$ cat src/touch_regs_pkg.sv
package touch_regs_pkg;

    // register offsets
    localparam logic [7:0] SEQ_CTRL_ADDR      = 8'h03;
    localparam logic [7:0] SIDE_HIGH_ADDR     = 8'h04;
    localparam logic [7:0] SIDE_LOW_ADDR      = 8'h05;
    localparam logic [7:0] THERM_HIGH_ADDR    = 8'h06;
    localparam logic [7:0] THERM_LOW_ADDR     = 8'h07;
    localparam logic [7:0] RESULT_FIRST_ADDR  = 8'h08;
    localparam logic [7:0] RESULT_LAST_ADDR   = 8'h0d;
    localparam logic [7:0] IDENTITY_ADDR      = 8'h0e;

    // sequence and alert control fields
    localparam int THERM_MASK_BIT   = 15;
    localparam int SIDE_MASK_BIT    = 14;
    localparam int ALERT_MODE_BIT   = 13;
    localparam int GPIO_MASK_BIT    = 12;
    localparam int SIDE_LOW_BIT     = 11;
    localparam int SIDE_HIGH_BIT    = 10;
    localparam int THERM_LOW_BIT    = 9;
    localparam int THERM_HIGH_BIT   = 8;
    localparam int SEQ_EN_TOP_BIT   = 7;

    // host-writable bits of the control register: 15..12 and 7..1
    localparam logic [15:0] SEQ_CTRL_WR_MASK = 16'hf0fe;
    localparam logic [15:0] SEQ_CTRL_RESET   = 16'h1000;
    localparam logic [15:0] LIMIT_RESET      = 16'h0000;
    localparam logic [15:0] RESULT_RESET     = 16'h0000;

    // arbitrary identity value, bits 15..12 unused
    localparam logic [15:0] IDENTITY_WORD    = 16'h0a51;

    // channel numbers in sequence order
    localparam logic [2:0] CH_Y_POS    = 3'h0;
    localparam logic [2:0] CH_X_POS    = 3'h1;
    localparam logic [2:0] CH_PRESS1   = 3'h2;
    localparam logic [2:0] CH_PRESS2   = 3'h3;
    localparam logic [2:0] CH_AUX      = 3'h4;
    localparam logic [2:0] CH_BATT     = 3'h5;
    localparam logic [2:0] CH_THERM    = 3'h6;
    localparam int         NUM_CH      = 7;
    localparam int         NUM_RESULTS = 6;

    // first conversion delay: (code + 1) steps of 128 us
    localparam int CLK_PERIOD_NS       = 40;
    localparam int FCD_STEP_NS         = 128000;
    localparam int FCD_STEP_CYCLES     = (FCD_STEP_NS + CLK_PERIOD_NS - 1) / CLK_PERIOD_NS;

    typedef struct packed {
        logic        wr;
        logic        rd;
        logic [7:0]  addr;
        logic [15:0] wdata;
    } reg_req_t;

    typedef struct packed {
        logic        valid;
        logic [15:0] data;
    } adc_result_t;

    typedef enum logic [2:0] {
        SEQ_IDLE,
        SEQ_PICK,
        SEQ_DELAY,
        SEQ_CONV,
        SEQ_WAIT
    } seq_state_t;

endpackage : touch_regs_pkg

$ cat src/touch_adc_sequence_alert_regs.sv
`timescale 1ns/1ps
module touch_adc_sequence_alert_regs
    import touch_regs_pkg::*;
#(
    parameter int FCD_STEP_CYC = FCD_STEP_CYCLES
)(
    input  wire logic        core_clk,
    input  wire logic        rst_n,
    input  wire reg_req_t    reg_req,
    output logic [15:0]      rd_data_q,
    output logic             rd_valid_q,
    input  wire logic        seq_start,
    input  wire logic [3:0]  first_conversion_delay,
    input  wire logic        gpio_enable,
    input  wire logic        pen_irq_enable,
    input  wire logic        touch_pin,
    input  wire logic        gpio_event_pin,
    output logic             conv_start_q,
    output logic [2:0]       conv_channel_q,
    input  wire adc_result_t adc_result,
    output logic             seq_busy_q,
    output logic             touch_detect_output_n_q
);

    logic [15:0]      ctrl_q;
    logic [15:0]      limits_q [4];
    logic [15:0]      results_q [NUM_RESULTS];
    logic [NUM_CH-1:0] chan_en;
    logic [1:0]       touch_sync_q;
    logic [1:0]       gpio_sync_q;
    logic             gpio_seen_q;
    logic             result_ready_q;
    logic             first_q;
    seq_state_t       state_q;
    logic [2:0]       idx_q;
    logic [19:0]      delay_q;
    logic [3:0]       flags_d;
    logic             alert_req;
    logic             irq_level;
    logic [2:0]       slot;
    logic             ctrl_wr;
    logic             limit_hit;
    logic             result_hit;
    logic             result_take;
    logic             seq_done;
    logic             needs_delay;
    logic [19:0]      delay_load;
    logic [15:0]      rd_data_d;
    logic             side_below;
    logic             side_above;
    logic             therm_below;
    logic             therm_above;

    // pin synchronisers
    always_ff @(posedge core_clk)
    begin
        if (!rst_n)
        begin
            touch_sync_q <= 2'h0;
            gpio_sync_q  <= 2'h0;
        end
        else
        begin
            touch_sync_q <= {touch_sync_q[0], touch_pin};
            gpio_sync_q  <= {gpio_sync_q[0], gpio_event_pin};
        end
    end

    // sequence channel enables
    for (genvar i = 0; i < NUM_CH; i++)
    begin : g_chan_en
        if (i == CH_AUX)
        begin : g_aux
            assign chan_en[i] = ctrl_q[SEQ_EN_TOP_BIT-i] & ~gpio_enable
                              & ~ctrl_q[SEQ_EN_TOP_BIT-CH_BATT];
        end
        else if (i == CH_BATT)
        begin : g_batt
            assign chan_en[i] = ctrl_q[SEQ_EN_TOP_BIT-i] & ~gpio_enable;
        end
        else
        begin : g_plain
            assign chan_en[i] = ctrl_q[SEQ_EN_TOP_BIT-i];
        end
    end

    // result slot: aux and battery share one register
    always_comb
    begin
        if (conv_channel_q == CH_BATT || conv_channel_q == CH_THERM)
            slot = conv_channel_q - 3'h1;
        else
            slot = conv_channel_q;
    end

    // bus and sequencer decode
    always_comb
    begin
        ctrl_wr     = reg_req.wr && reg_req.addr == SEQ_CTRL_ADDR;
        limit_hit   = reg_req.addr >= SIDE_HIGH_ADDR && reg_req.addr <= THERM_LOW_ADDR;
        result_hit  = reg_req.addr >= RESULT_FIRST_ADDR && reg_req.addr <= RESULT_LAST_ADDR;
        result_take = state_q == SEQ_WAIT && adc_result.valid;
        seq_done    = state_q == SEQ_PICK && idx_q == 3'(NUM_CH);
        needs_delay = idx_q <= CH_PRESS2 || first_q;
        delay_load  = 20'((32'(first_conversion_delay) + 1) * FCD_STEP_CYC);
    end

    // unsigned limit comparisons
    always_comb
    begin
        side_below  = adc_result.data < limits_q[1];
        side_above  = adc_result.data > limits_q[0];
        therm_below = adc_result.data < limits_q[3];
        therm_above = adc_result.data > limits_q[2];
    end

    // limit evaluation
    always_comb
    begin
        flags_d = ctrl_q[SIDE_LOW_BIT:THERM_HIGH_BIT];
        if (result_take)
        begin
            if (slot == CH_AUX)
            begin
                flags_d[3] = side_below;
                flags_d[2] = side_above;
            end
            else if (slot == CH_AUX + 3'h1)
            begin
                flags_d[1] = therm_below;
                flags_d[0] = therm_above;
            end
        end
    end

    // control register
    always_ff @(posedge core_clk)
    begin
        if (!rst_n)
            ctrl_q <= SEQ_CTRL_RESET;
        else
        begin
            if (ctrl_wr)
            begin
                ctrl_q[15:12] <= reg_req.wdata[15:12];
                ctrl_q[7:0]   <= reg_req.wdata[7:0] & SEQ_CTRL_WR_MASK[7:0];
            end
            ctrl_q[SIDE_LOW_BIT:THERM_HIGH_BIT] <= flags_d;
        end
    end

    // limit registers
    always_ff @(posedge core_clk)
    begin
        if (!rst_n)
        begin
            for (int k = 0; k < 4; k++)
                limits_q[k] <= LIMIT_RESET;
        end
        else if (reg_req.wr && limit_hit)
            limits_q[reg_req.addr[1:0]] <= reg_req.wdata;
    end

    // result registers, written only by the sequencer
    always_ff @(posedge core_clk)
    begin
        if (!rst_n)
        begin
            for (int k = 0; k < NUM_RESULTS; k++)
                results_q[k] <= RESULT_RESET;
        end
        else if (result_take)
            results_q[slot] <= adc_result.data;
    end

    // register read port
    always_ff @(posedge core_clk)
    begin
        if (!rst_n)
        begin
            rd_data_q  <= 16'h0000;
            rd_valid_q <= 1'b0;
        end
        else
        begin
            rd_valid_q <= reg_req.rd;
            if (reg_req.rd)
                rd_data_q <= rd_data_d;
        end
    end

    // read data select
    always_comb
    begin
        if (reg_req.addr == SEQ_CTRL_ADDR)
            rd_data_d = ctrl_q;
        else if (limit_hit)
            rd_data_d = limits_q[reg_req.addr[1:0]];
        else if (result_hit)
            rd_data_d = results_q[3'(reg_req.addr - RESULT_FIRST_ADDR)];
        else if (reg_req.addr == IDENTITY_ADDR)
            rd_data_d = IDENTITY_WORD;
        else
            rd_data_d = 16'h0000;
    end

    // sequencer
    always_ff @(posedge core_clk)
    begin
        if (!rst_n)
        begin
            state_q        <= SEQ_IDLE;
            idx_q          <= 3'h0;
            delay_q        <= 20'h0;
            first_q        <= 1'b1;
            conv_start_q   <= 1'b0;
            conv_channel_q <= 3'h0;
            seq_busy_q     <= 1'b0;
        end
        else
        begin
            conv_start_q <= 1'b0;
            case (state_q)
                SEQ_IDLE:
                begin
                    if (seq_start)
                    begin
                        idx_q      <= 3'h0;
                        seq_busy_q <= 1'b1;
                        state_q    <= SEQ_PICK;
                    end
                end
                SEQ_PICK:
                begin
                    if (seq_done)
                    begin
                        seq_busy_q <= 1'b0;
                        state_q    <= SEQ_IDLE;
                    end
                    else if (chan_en[idx_q])
                    begin
                        conv_channel_q <= idx_q;
                        delay_q <= delay_load;
                        if (needs_delay)
                            state_q <= SEQ_DELAY;
                        else
                            state_q <= SEQ_CONV;
                    end
                    else
                        idx_q <= idx_q + 3'h1;
                end
                SEQ_DELAY:
                begin
                    if (delay_q <= 20'h1)
                        state_q <= SEQ_CONV;
                    else
                        delay_q <= delay_q - 20'h1;
                end
                SEQ_CONV:
                begin
                    conv_start_q <= 1'b1;
                    state_q      <= SEQ_WAIT;
                end
                SEQ_WAIT:
                begin
                    if (adc_result.valid)
                    begin
                        first_q <= 1'b0;
                        idx_q   <= idx_q + 3'h1;
                        state_q <= SEQ_PICK;
                    end
                end
                default:
                    state_q <= SEQ_IDLE;
            endcase
        end
    end

    // data-ready flag and latched pin event
    always_ff @(posedge core_clk)
    begin
        if (!rst_n)
        begin
            result_ready_q <= 1'b0;
            gpio_seen_q    <= 1'b0;
        end
        else
        begin
            if (seq_done)
                result_ready_q <= 1'b1;
            else if (seq_start || (reg_req.rd && result_hit))
                result_ready_q <= 1'b0;
            // set wins over the clearing write
            if (gpio_sync_q[1])
                gpio_seen_q <= 1'b1;
            else if (ctrl_wr)
                gpio_seen_q <= 1'b0;
        end
    end

    // alert sources
    always_comb
    begin
        alert_req = 1'b0;
        if (!ctrl_q[THERM_MASK_BIT])
            alert_req = alert_req | ctrl_q[THERM_LOW_BIT] | ctrl_q[THERM_HIGH_BIT];
        if (!ctrl_q[SIDE_MASK_BIT])
            alert_req = alert_req | ctrl_q[SIDE_LOW_BIT] | ctrl_q[SIDE_HIGH_BIT];
        if (!ctrl_q[GPIO_MASK_BIT])
            alert_req = alert_req | gpio_seen_q;
        if (ctrl_q[ALERT_MODE_BIT])
            irq_level = alert_req;
        else
            irq_level = result_ready_q;
    end

    // shared active-low output
    always_ff @(posedge core_clk)
    begin
        if (!rst_n)
            touch_detect_output_n_q <= 1'b1;
        else if (!pen_irq_enable)
            touch_detect_output_n_q <= ~touch_sync_q[1];
        else
            touch_detect_output_n_q <= ~irq_level;
    end

endmodule : touch_adc_sequence_alert_regs

$ cat config.mk
export PLATFORM = sky130hd
export DESIGN_NAME = touch_adc_sequence_alert_regs
export DESIGN_NICKNAME = d
export VERILOG_FILES = /design/src/touch_regs_pkg.sv /design/src/touch_adc_sequence_alert_regs.sv
export SDC_FILE = /design/constraint.sdc
export NUM_CORES = 1
export LEC_CHECK = 0
export ABC_CLOCK_PERIOD_IN_PS = 4000
export BUFFER_PORTS_ARGS = -buffer_cell sky130_fd_sc_hd__buf_4
export CAP_MARGIN = 20
export CORE_ASPECT_RATIO = 1.4
export CORE_MARGIN = 8
export CORE_UTILIZATION = 52
export CTS_BUF_LIST = sky130_fd_sc_hd__clkbuf_16
export CTS_CLUSTER_DIAMETER = 100
export DETAILED_ROUTE_END_ITERATION = 10
export PLACE_DENSITY = 0.7
export SLEW_MARGIN = 40
export SYNTH_ARGS = -nofsm -noshare
export SYNTH_HDL_FRONTEND = slang
export SYNTH_SLANG_ARGS = --single-unit
$ cat constraint.sdc
create_clock -name core_clk -period 4 [get_ports core_clk]
set_input_delay 0.8 -clock core_clk [delete_from_list [all_inputs] [get_ports core_clk]]
set_output_delay 0.8 -clock core_clk [all_outputs]
set_load 0.01 [all_outputs]
# Word-level counts from Yosys, hierarchy flattened
# Memories as Yosys holds them, arrays and structs flattened.
# Index checks and enable logic that the tools add are counted.
# op_classes
add_sub_neg	5
multipliers	1
order_cmp	11
muxes	49
n_eq_ne	20
reduce_logical	26
bitwise	13
# ops
cell	count
2-to-1 mux 16 bit	5
2-to-1 mux 20 bit	3
case mux 20 bit (2 select lines)	1
2-to-1 mux 3 bit	11
> comparator 16 bit	2
less-than comparator 16 bit	2
OR reduction 16 bit	2
2-to-1 mux 1 bit	23
less-or-equal comparator 20 x 1 -> 1 bit, second input constant	1
subtractor 20 x 1 -> 20 bit, second input constant	1
== test 3 bit, second input constant	6
case mux 3 bit (5 select lines)	1
!= test 2 bit, second input constant	7
2-to-1 mux 12 bit	1
multiplier 5 x 5 -> 10 bit, second input constant	1
case mux 3 bit (3 select lines)	1
AND reduction 3 bit	3
== test 8 x 2 -> 1 bit, second input constant	1
== test 8 x 4 -> 1 bit, second input constant	1
greater-or-equal comparator 8 x 3 -> 1 bit, second input constant	1
greater-or-equal comparator 8 x 4 -> 1 bit, second input constant	1
less-or-equal comparator 8 x 3 -> 1 bit, second input constant	1
less-or-equal comparator 8 x 4 -> 1 bit, second input constant	1
AND reduction 4 bit	2
other kinds (22)	46
# totals
output_inout_bits	23
mem_bits_rw	160
regBits	71
wordCells	144
mem_count	2
in_bits	54
# memory_table
name	depth	word_bits	rd	rd_clocked_by_memory_dff	write_ports	line_no	text
results_q	6	16	1	0	6	touch_adc_sequence_alert_regs.sv:27	logic [15:0] results_q [NUM_RESULTS];
limits_q	4	16	5	0	4	touch_adc_sequence_alert_regs.sv:26	logic [15:0] limits_q [4];

# Depth between registers and ports, before layout
# depth
word_depth	10
mapped_depth	12
mapped_depth_nobuf	12

# Worst setup path after synthesis
# No wires, ideal clock.
# synth_path
path_type	input to register
start	input reg_req[23] (netlist bit)
end	memory limits_q[0][0] (enable)
t_arrival_ps	3038
stages	4
path_slack_ps	548
cell_sequence	or4_1 nor3_2 nand2_1 o31ai_1
# synth_rtl
item	line_no	text
start: declaration	touch_adc_sequence_alert_regs.sv:9	input wire reg_req_t reg_req,
end: declaration	touch_adc_sequence_alert_regs.sv:26	

# Final worst setup path
# layout_path
start	input first_conversion_delay[0]
end	register delay_q[16]
# layout_between
elab_chain_len	5
# layout_lines
item	line_no	text
start: declaration	touch_adc_sequence_alert_regs.sv:13	input wire logic [3:0] first_conversion_delay,
adder 4 x 1 -> 5 bit	touch_adc_sequence_alert_regs.sv:105	delay_load = 20'((32'(first_conversion_delay) + 1) * FCD_STEP_CYC);
multiplier 5 x 5 -> 10 bit	touch_adc_sequence_alert_regs.sv:105	
2-to-1 mux 20 bit	touch_adc_sequence_alert_regs.sv:240	else if (chan_en[idx_q])
2-to-1 mux 20 bit	touch_adc_sequence_alert_regs.sv:235	if (seq_done)
case mux 20 bit (2 select lines)	touch_adc_sequence_alert_regs.sv:223	case (state_q)
end signal: assignment	touch_adc_sequence_alert_regs.sv:243	delay_q <= delay_load;
end signal: assignment	touch_adc_sequence_alert_regs.sv:257	delay_q <= delay_q - 20'h1;
end: declaration	touch_adc_sequence_alert_regs.sv:36	logic [19:0] delay_q;
# Every way passes these cells. The select of a mux whose other input is x is not followed.
# A chain may end at the register's enable or synchronous reset.

==> flow_metrics.tcl <==
set metrics [dict create \
    dp_hpwl_mm 24.4 \
    clk_path_buf_depth 3 \
    synth_seq_cells 261 \
    pre_cts_slack_ns 0.529 \
    fin_crit_sh_pct 73.8 \
    routedWlPerCell_um 21.4 \
    die-width_um 153 \
    io_buffers 76 \
    grt_max_degree 41 \
    final_core_util_pct 59.9 \
    finalHoldViolCount 0 \
    max_slew_margin_pct 49.4 \
    hold_depth 1 \
    dieArea_um2 31800 \
    min_path_type "reg -> reg" \
    arrival_ns 3.35 \
    worstRegToRegCells 7 \
    rsz0062_at_grt "false" \
    num_vias 9442 \
    postRouteAntennaNets 0 \
    antenna_found_initial 0 \
    die-height_um 208 \
    power.switching_mw 1.42 \
    crit_type "in -> reg" \
    area_delta_synth_final_pct 14.0 \
    diodes 0 \
    overflow 0 \
    endpoint_kind "register" \
    crit_required_ns 4.40 \
    viasPerCell 5.90 \
    fin_ws_ns 1.05 \
    tightest_slew_ns 0.755 \
    powerDensity_nw_per_um2 395 \
    fmax_ghz 0.339 \
    peakVddDrop_uv 363 \
    numCtsBuffers 26 \
    start_util_pct 52.6 \
    cp_max_fo 8 \
    grt_pass1_wl_mm 54.8 \
    ioPinCount 77 \
    grt_pass1_vias 9751 \
    slew_violations 0 \
    row_count 70 \
    coreArea_um2 26000 \
    drt_first_pass_iters 5 \
    num-nets-final 1396 \
    fin_skew_ns 0.0137 \
    synth_edf_count 190 \
    cts-root-buf "clkbuf_16" \
    synth_area_per_cell_um2 11.6 \
    synth_area_um2 13700 \
    cts_htree_levels 1 \
    critPathLaunchType "primary input" \
    p_int_mw 4.73 \
    clk_latency_ns 0.54 \
    yosys_warnings 0 \
    drc 0 \
    clock_sinks 261 \
    wl_mm 34.3 \
    clkTransAtPathRegs_ns 0.06 \
    ctsResizeCount 0 \
    grtUsageTotal_pct 21.8 \
    synthCells 1179 \
    final_layout_size_suffix_gt1_share_pct 17.6 \
    ys_seq_area_share_pct 52.1 \
    setup_viol 0 \
    maxCapViolCount 0 \
    drtIter0Drc 742 \
    synth.distinct_cells 68 \
    globalplace.congestion 0.865 \
    cts_tree "done" \
    synthArstFlopShare_pct 0 \
    syn-num-nets 1318 \
    synth-main-ff-cell "edfxtp_1" \
    fin_tns_setup_ns 0 \
    p_clk_share_pct 41.6 \
    holdBufCountCts 0 \
    layout_commonest_cell "edfxtp_1" \
    final_cell_mix "edfxtp_1, and2_1, buf_4" \
    status "finished clean" \
    swShare_pct 23.1 \
    p_comb_share_pct 9.5 \
    post-cts-setup-buffer-count 0 \
    fin_crit_ns 2.95 \
    pwr-share-seq_pct 49.0 \
    p_leak_nw 6.26 \
]
-- power by group through the flow --
stage | combinational (mW) | sequential [mW] | clock, mW
global route | 0.643 | 3.02 | 2.69
floorplan | 0.350 | 3.06 | 0
finish | 0.583 | 3.01 | 2.56
global placement | 0.564 | 3.07 | 0
detailed placement | 0.580 | 3.07 | 0
CTS | 0.584 | 3.01 | 2.59
-- final cells by class --
| cell class | count | area, µm² |
|---|---|---|
| multi-input combinational | 783 | 6060 |
| sequential | 261 | 7130 |
| clock inverter | 22 | 244 |
| clock buffer | 26 | 651 |
| tap | 324 | 405 |
| fill | 2082 | 10400 |
| timing repair buffer | 106 | 808 |
| inverter | 79 | 297 |
-- routing by layer --
metal  GRT usage, %  routed length (µm)  up-vias
li1               -                   -     4484
met5              0                   0        -
met1           27.5               14100     4661
met3           2.38                1660       50
met2           38.6               17500      247
met4           6.74                 974        0
-- kinds of logic after synthesis --
family          Yosys count  synth area share, %
buf+inv                 135                 3.85
flops                   261                 52.1
compound gates          203                 9.46
fa+ha+maj                85                 7.83
mux                      70                 9.66
xor+xnor                 12                0.769
simple gates            413                 16.3
-- metrics by stage --
stage                     hold slack [ns]  power [mW]  area (µm²)  instances
after floorplan                     0.412        3.41       13700       1179
after global placement              0.415        3.63       14700       1552
after detailed placement            0.428        3.65       14700       1552
after CTS                           0.445        6.18       15600       1600
after global routing                0.460        6.35       15600       1601
final                               0.440        6.15       15600       1601
-- critical path, cell delays in order --
cell,delay [ns]
buf_4,0.14
ha_1,0.21
and3_1,0.22
ha_1,0.31
ha_1,0.30
ha_1,0.31
ha_1,0.34
nand3_1,0.09
o21ai_0,0.25
xnor2_1,0.17
o211a_1,0.16
a21oi_1,0.06
-- cells in the mapped netlist, types with 3 or more instances --
library cell	instances	area (µm²)
nand3b_1	3	22.5
nor2_1	46	173
edfxtp_1	190	5710
a21oi_1	65	325
mux4_2	48	1080
nand4_1	12	75.1
clkbuf_1	45	169
o22ai_1	7	43.8
a31oi_1	3	18.8
inv_1	77	289
a22oi_1	3	22.5
o21ai_0	42	210
dfxtp_1	71	1420
and2_1	160	1000
nand2b_1	8	50.1
buf_1	4	15.0
nand3_1	23	115
nor3b_1	3	22.5
mux2i_1	7	70.1
o21a_1	5	37.5
nor2b_1	9	56.3
nor3_1	27	135
xor2_1	8	70.1
o211ai_1	6	45.0
a211oi_1	8	60.1
nor4_1	9	56.3
or4_1	7	52.6
and3_1	6	37.5
a41oi_1	11	96.3
buf_2	4	20.0
o31ai_1	8	60.1
o32ai_1	5	43.8
mux2_2	15	169
o31a_1	3	26.3
a21o_1	11	82.6
or3_1	7	43.8
o21ai_1	5	25.0
xnor2_1	4	35.0
ha_1	84	1050
nand2_1	85	319
-- path summary, 6_finish.rpt --
check	start	end	slack, ns
worst max-delay path	first_conversion_delay[0]	delay_q[16]	1.05
worst max register to register	idx_q[0]	delay_q[8]	1.28
worst min register to register	touch_sync_q[0]	touch_sync_q[1]	0.44
worst min-delay path	touch_sync_q[0]	touch_sync_q[1]	0.44
-- flip-flops by register name, indices dropped and copies added, names as in the netlist, 2 cells and up --
| register | count |
|---|---|
| conv_channel_q | 3 |
| ctrl_q | 15 |
| delay_q | 20 |
| gpio_sync_q | 2 |
| idx_q | 3 |
| limits_q | 64 |
| rd_data_q | 16 |
| results_q | 126 |
| state_q | 3 |
| touch_sync_q | 2 |
Power figures use the tool's default switching activity.
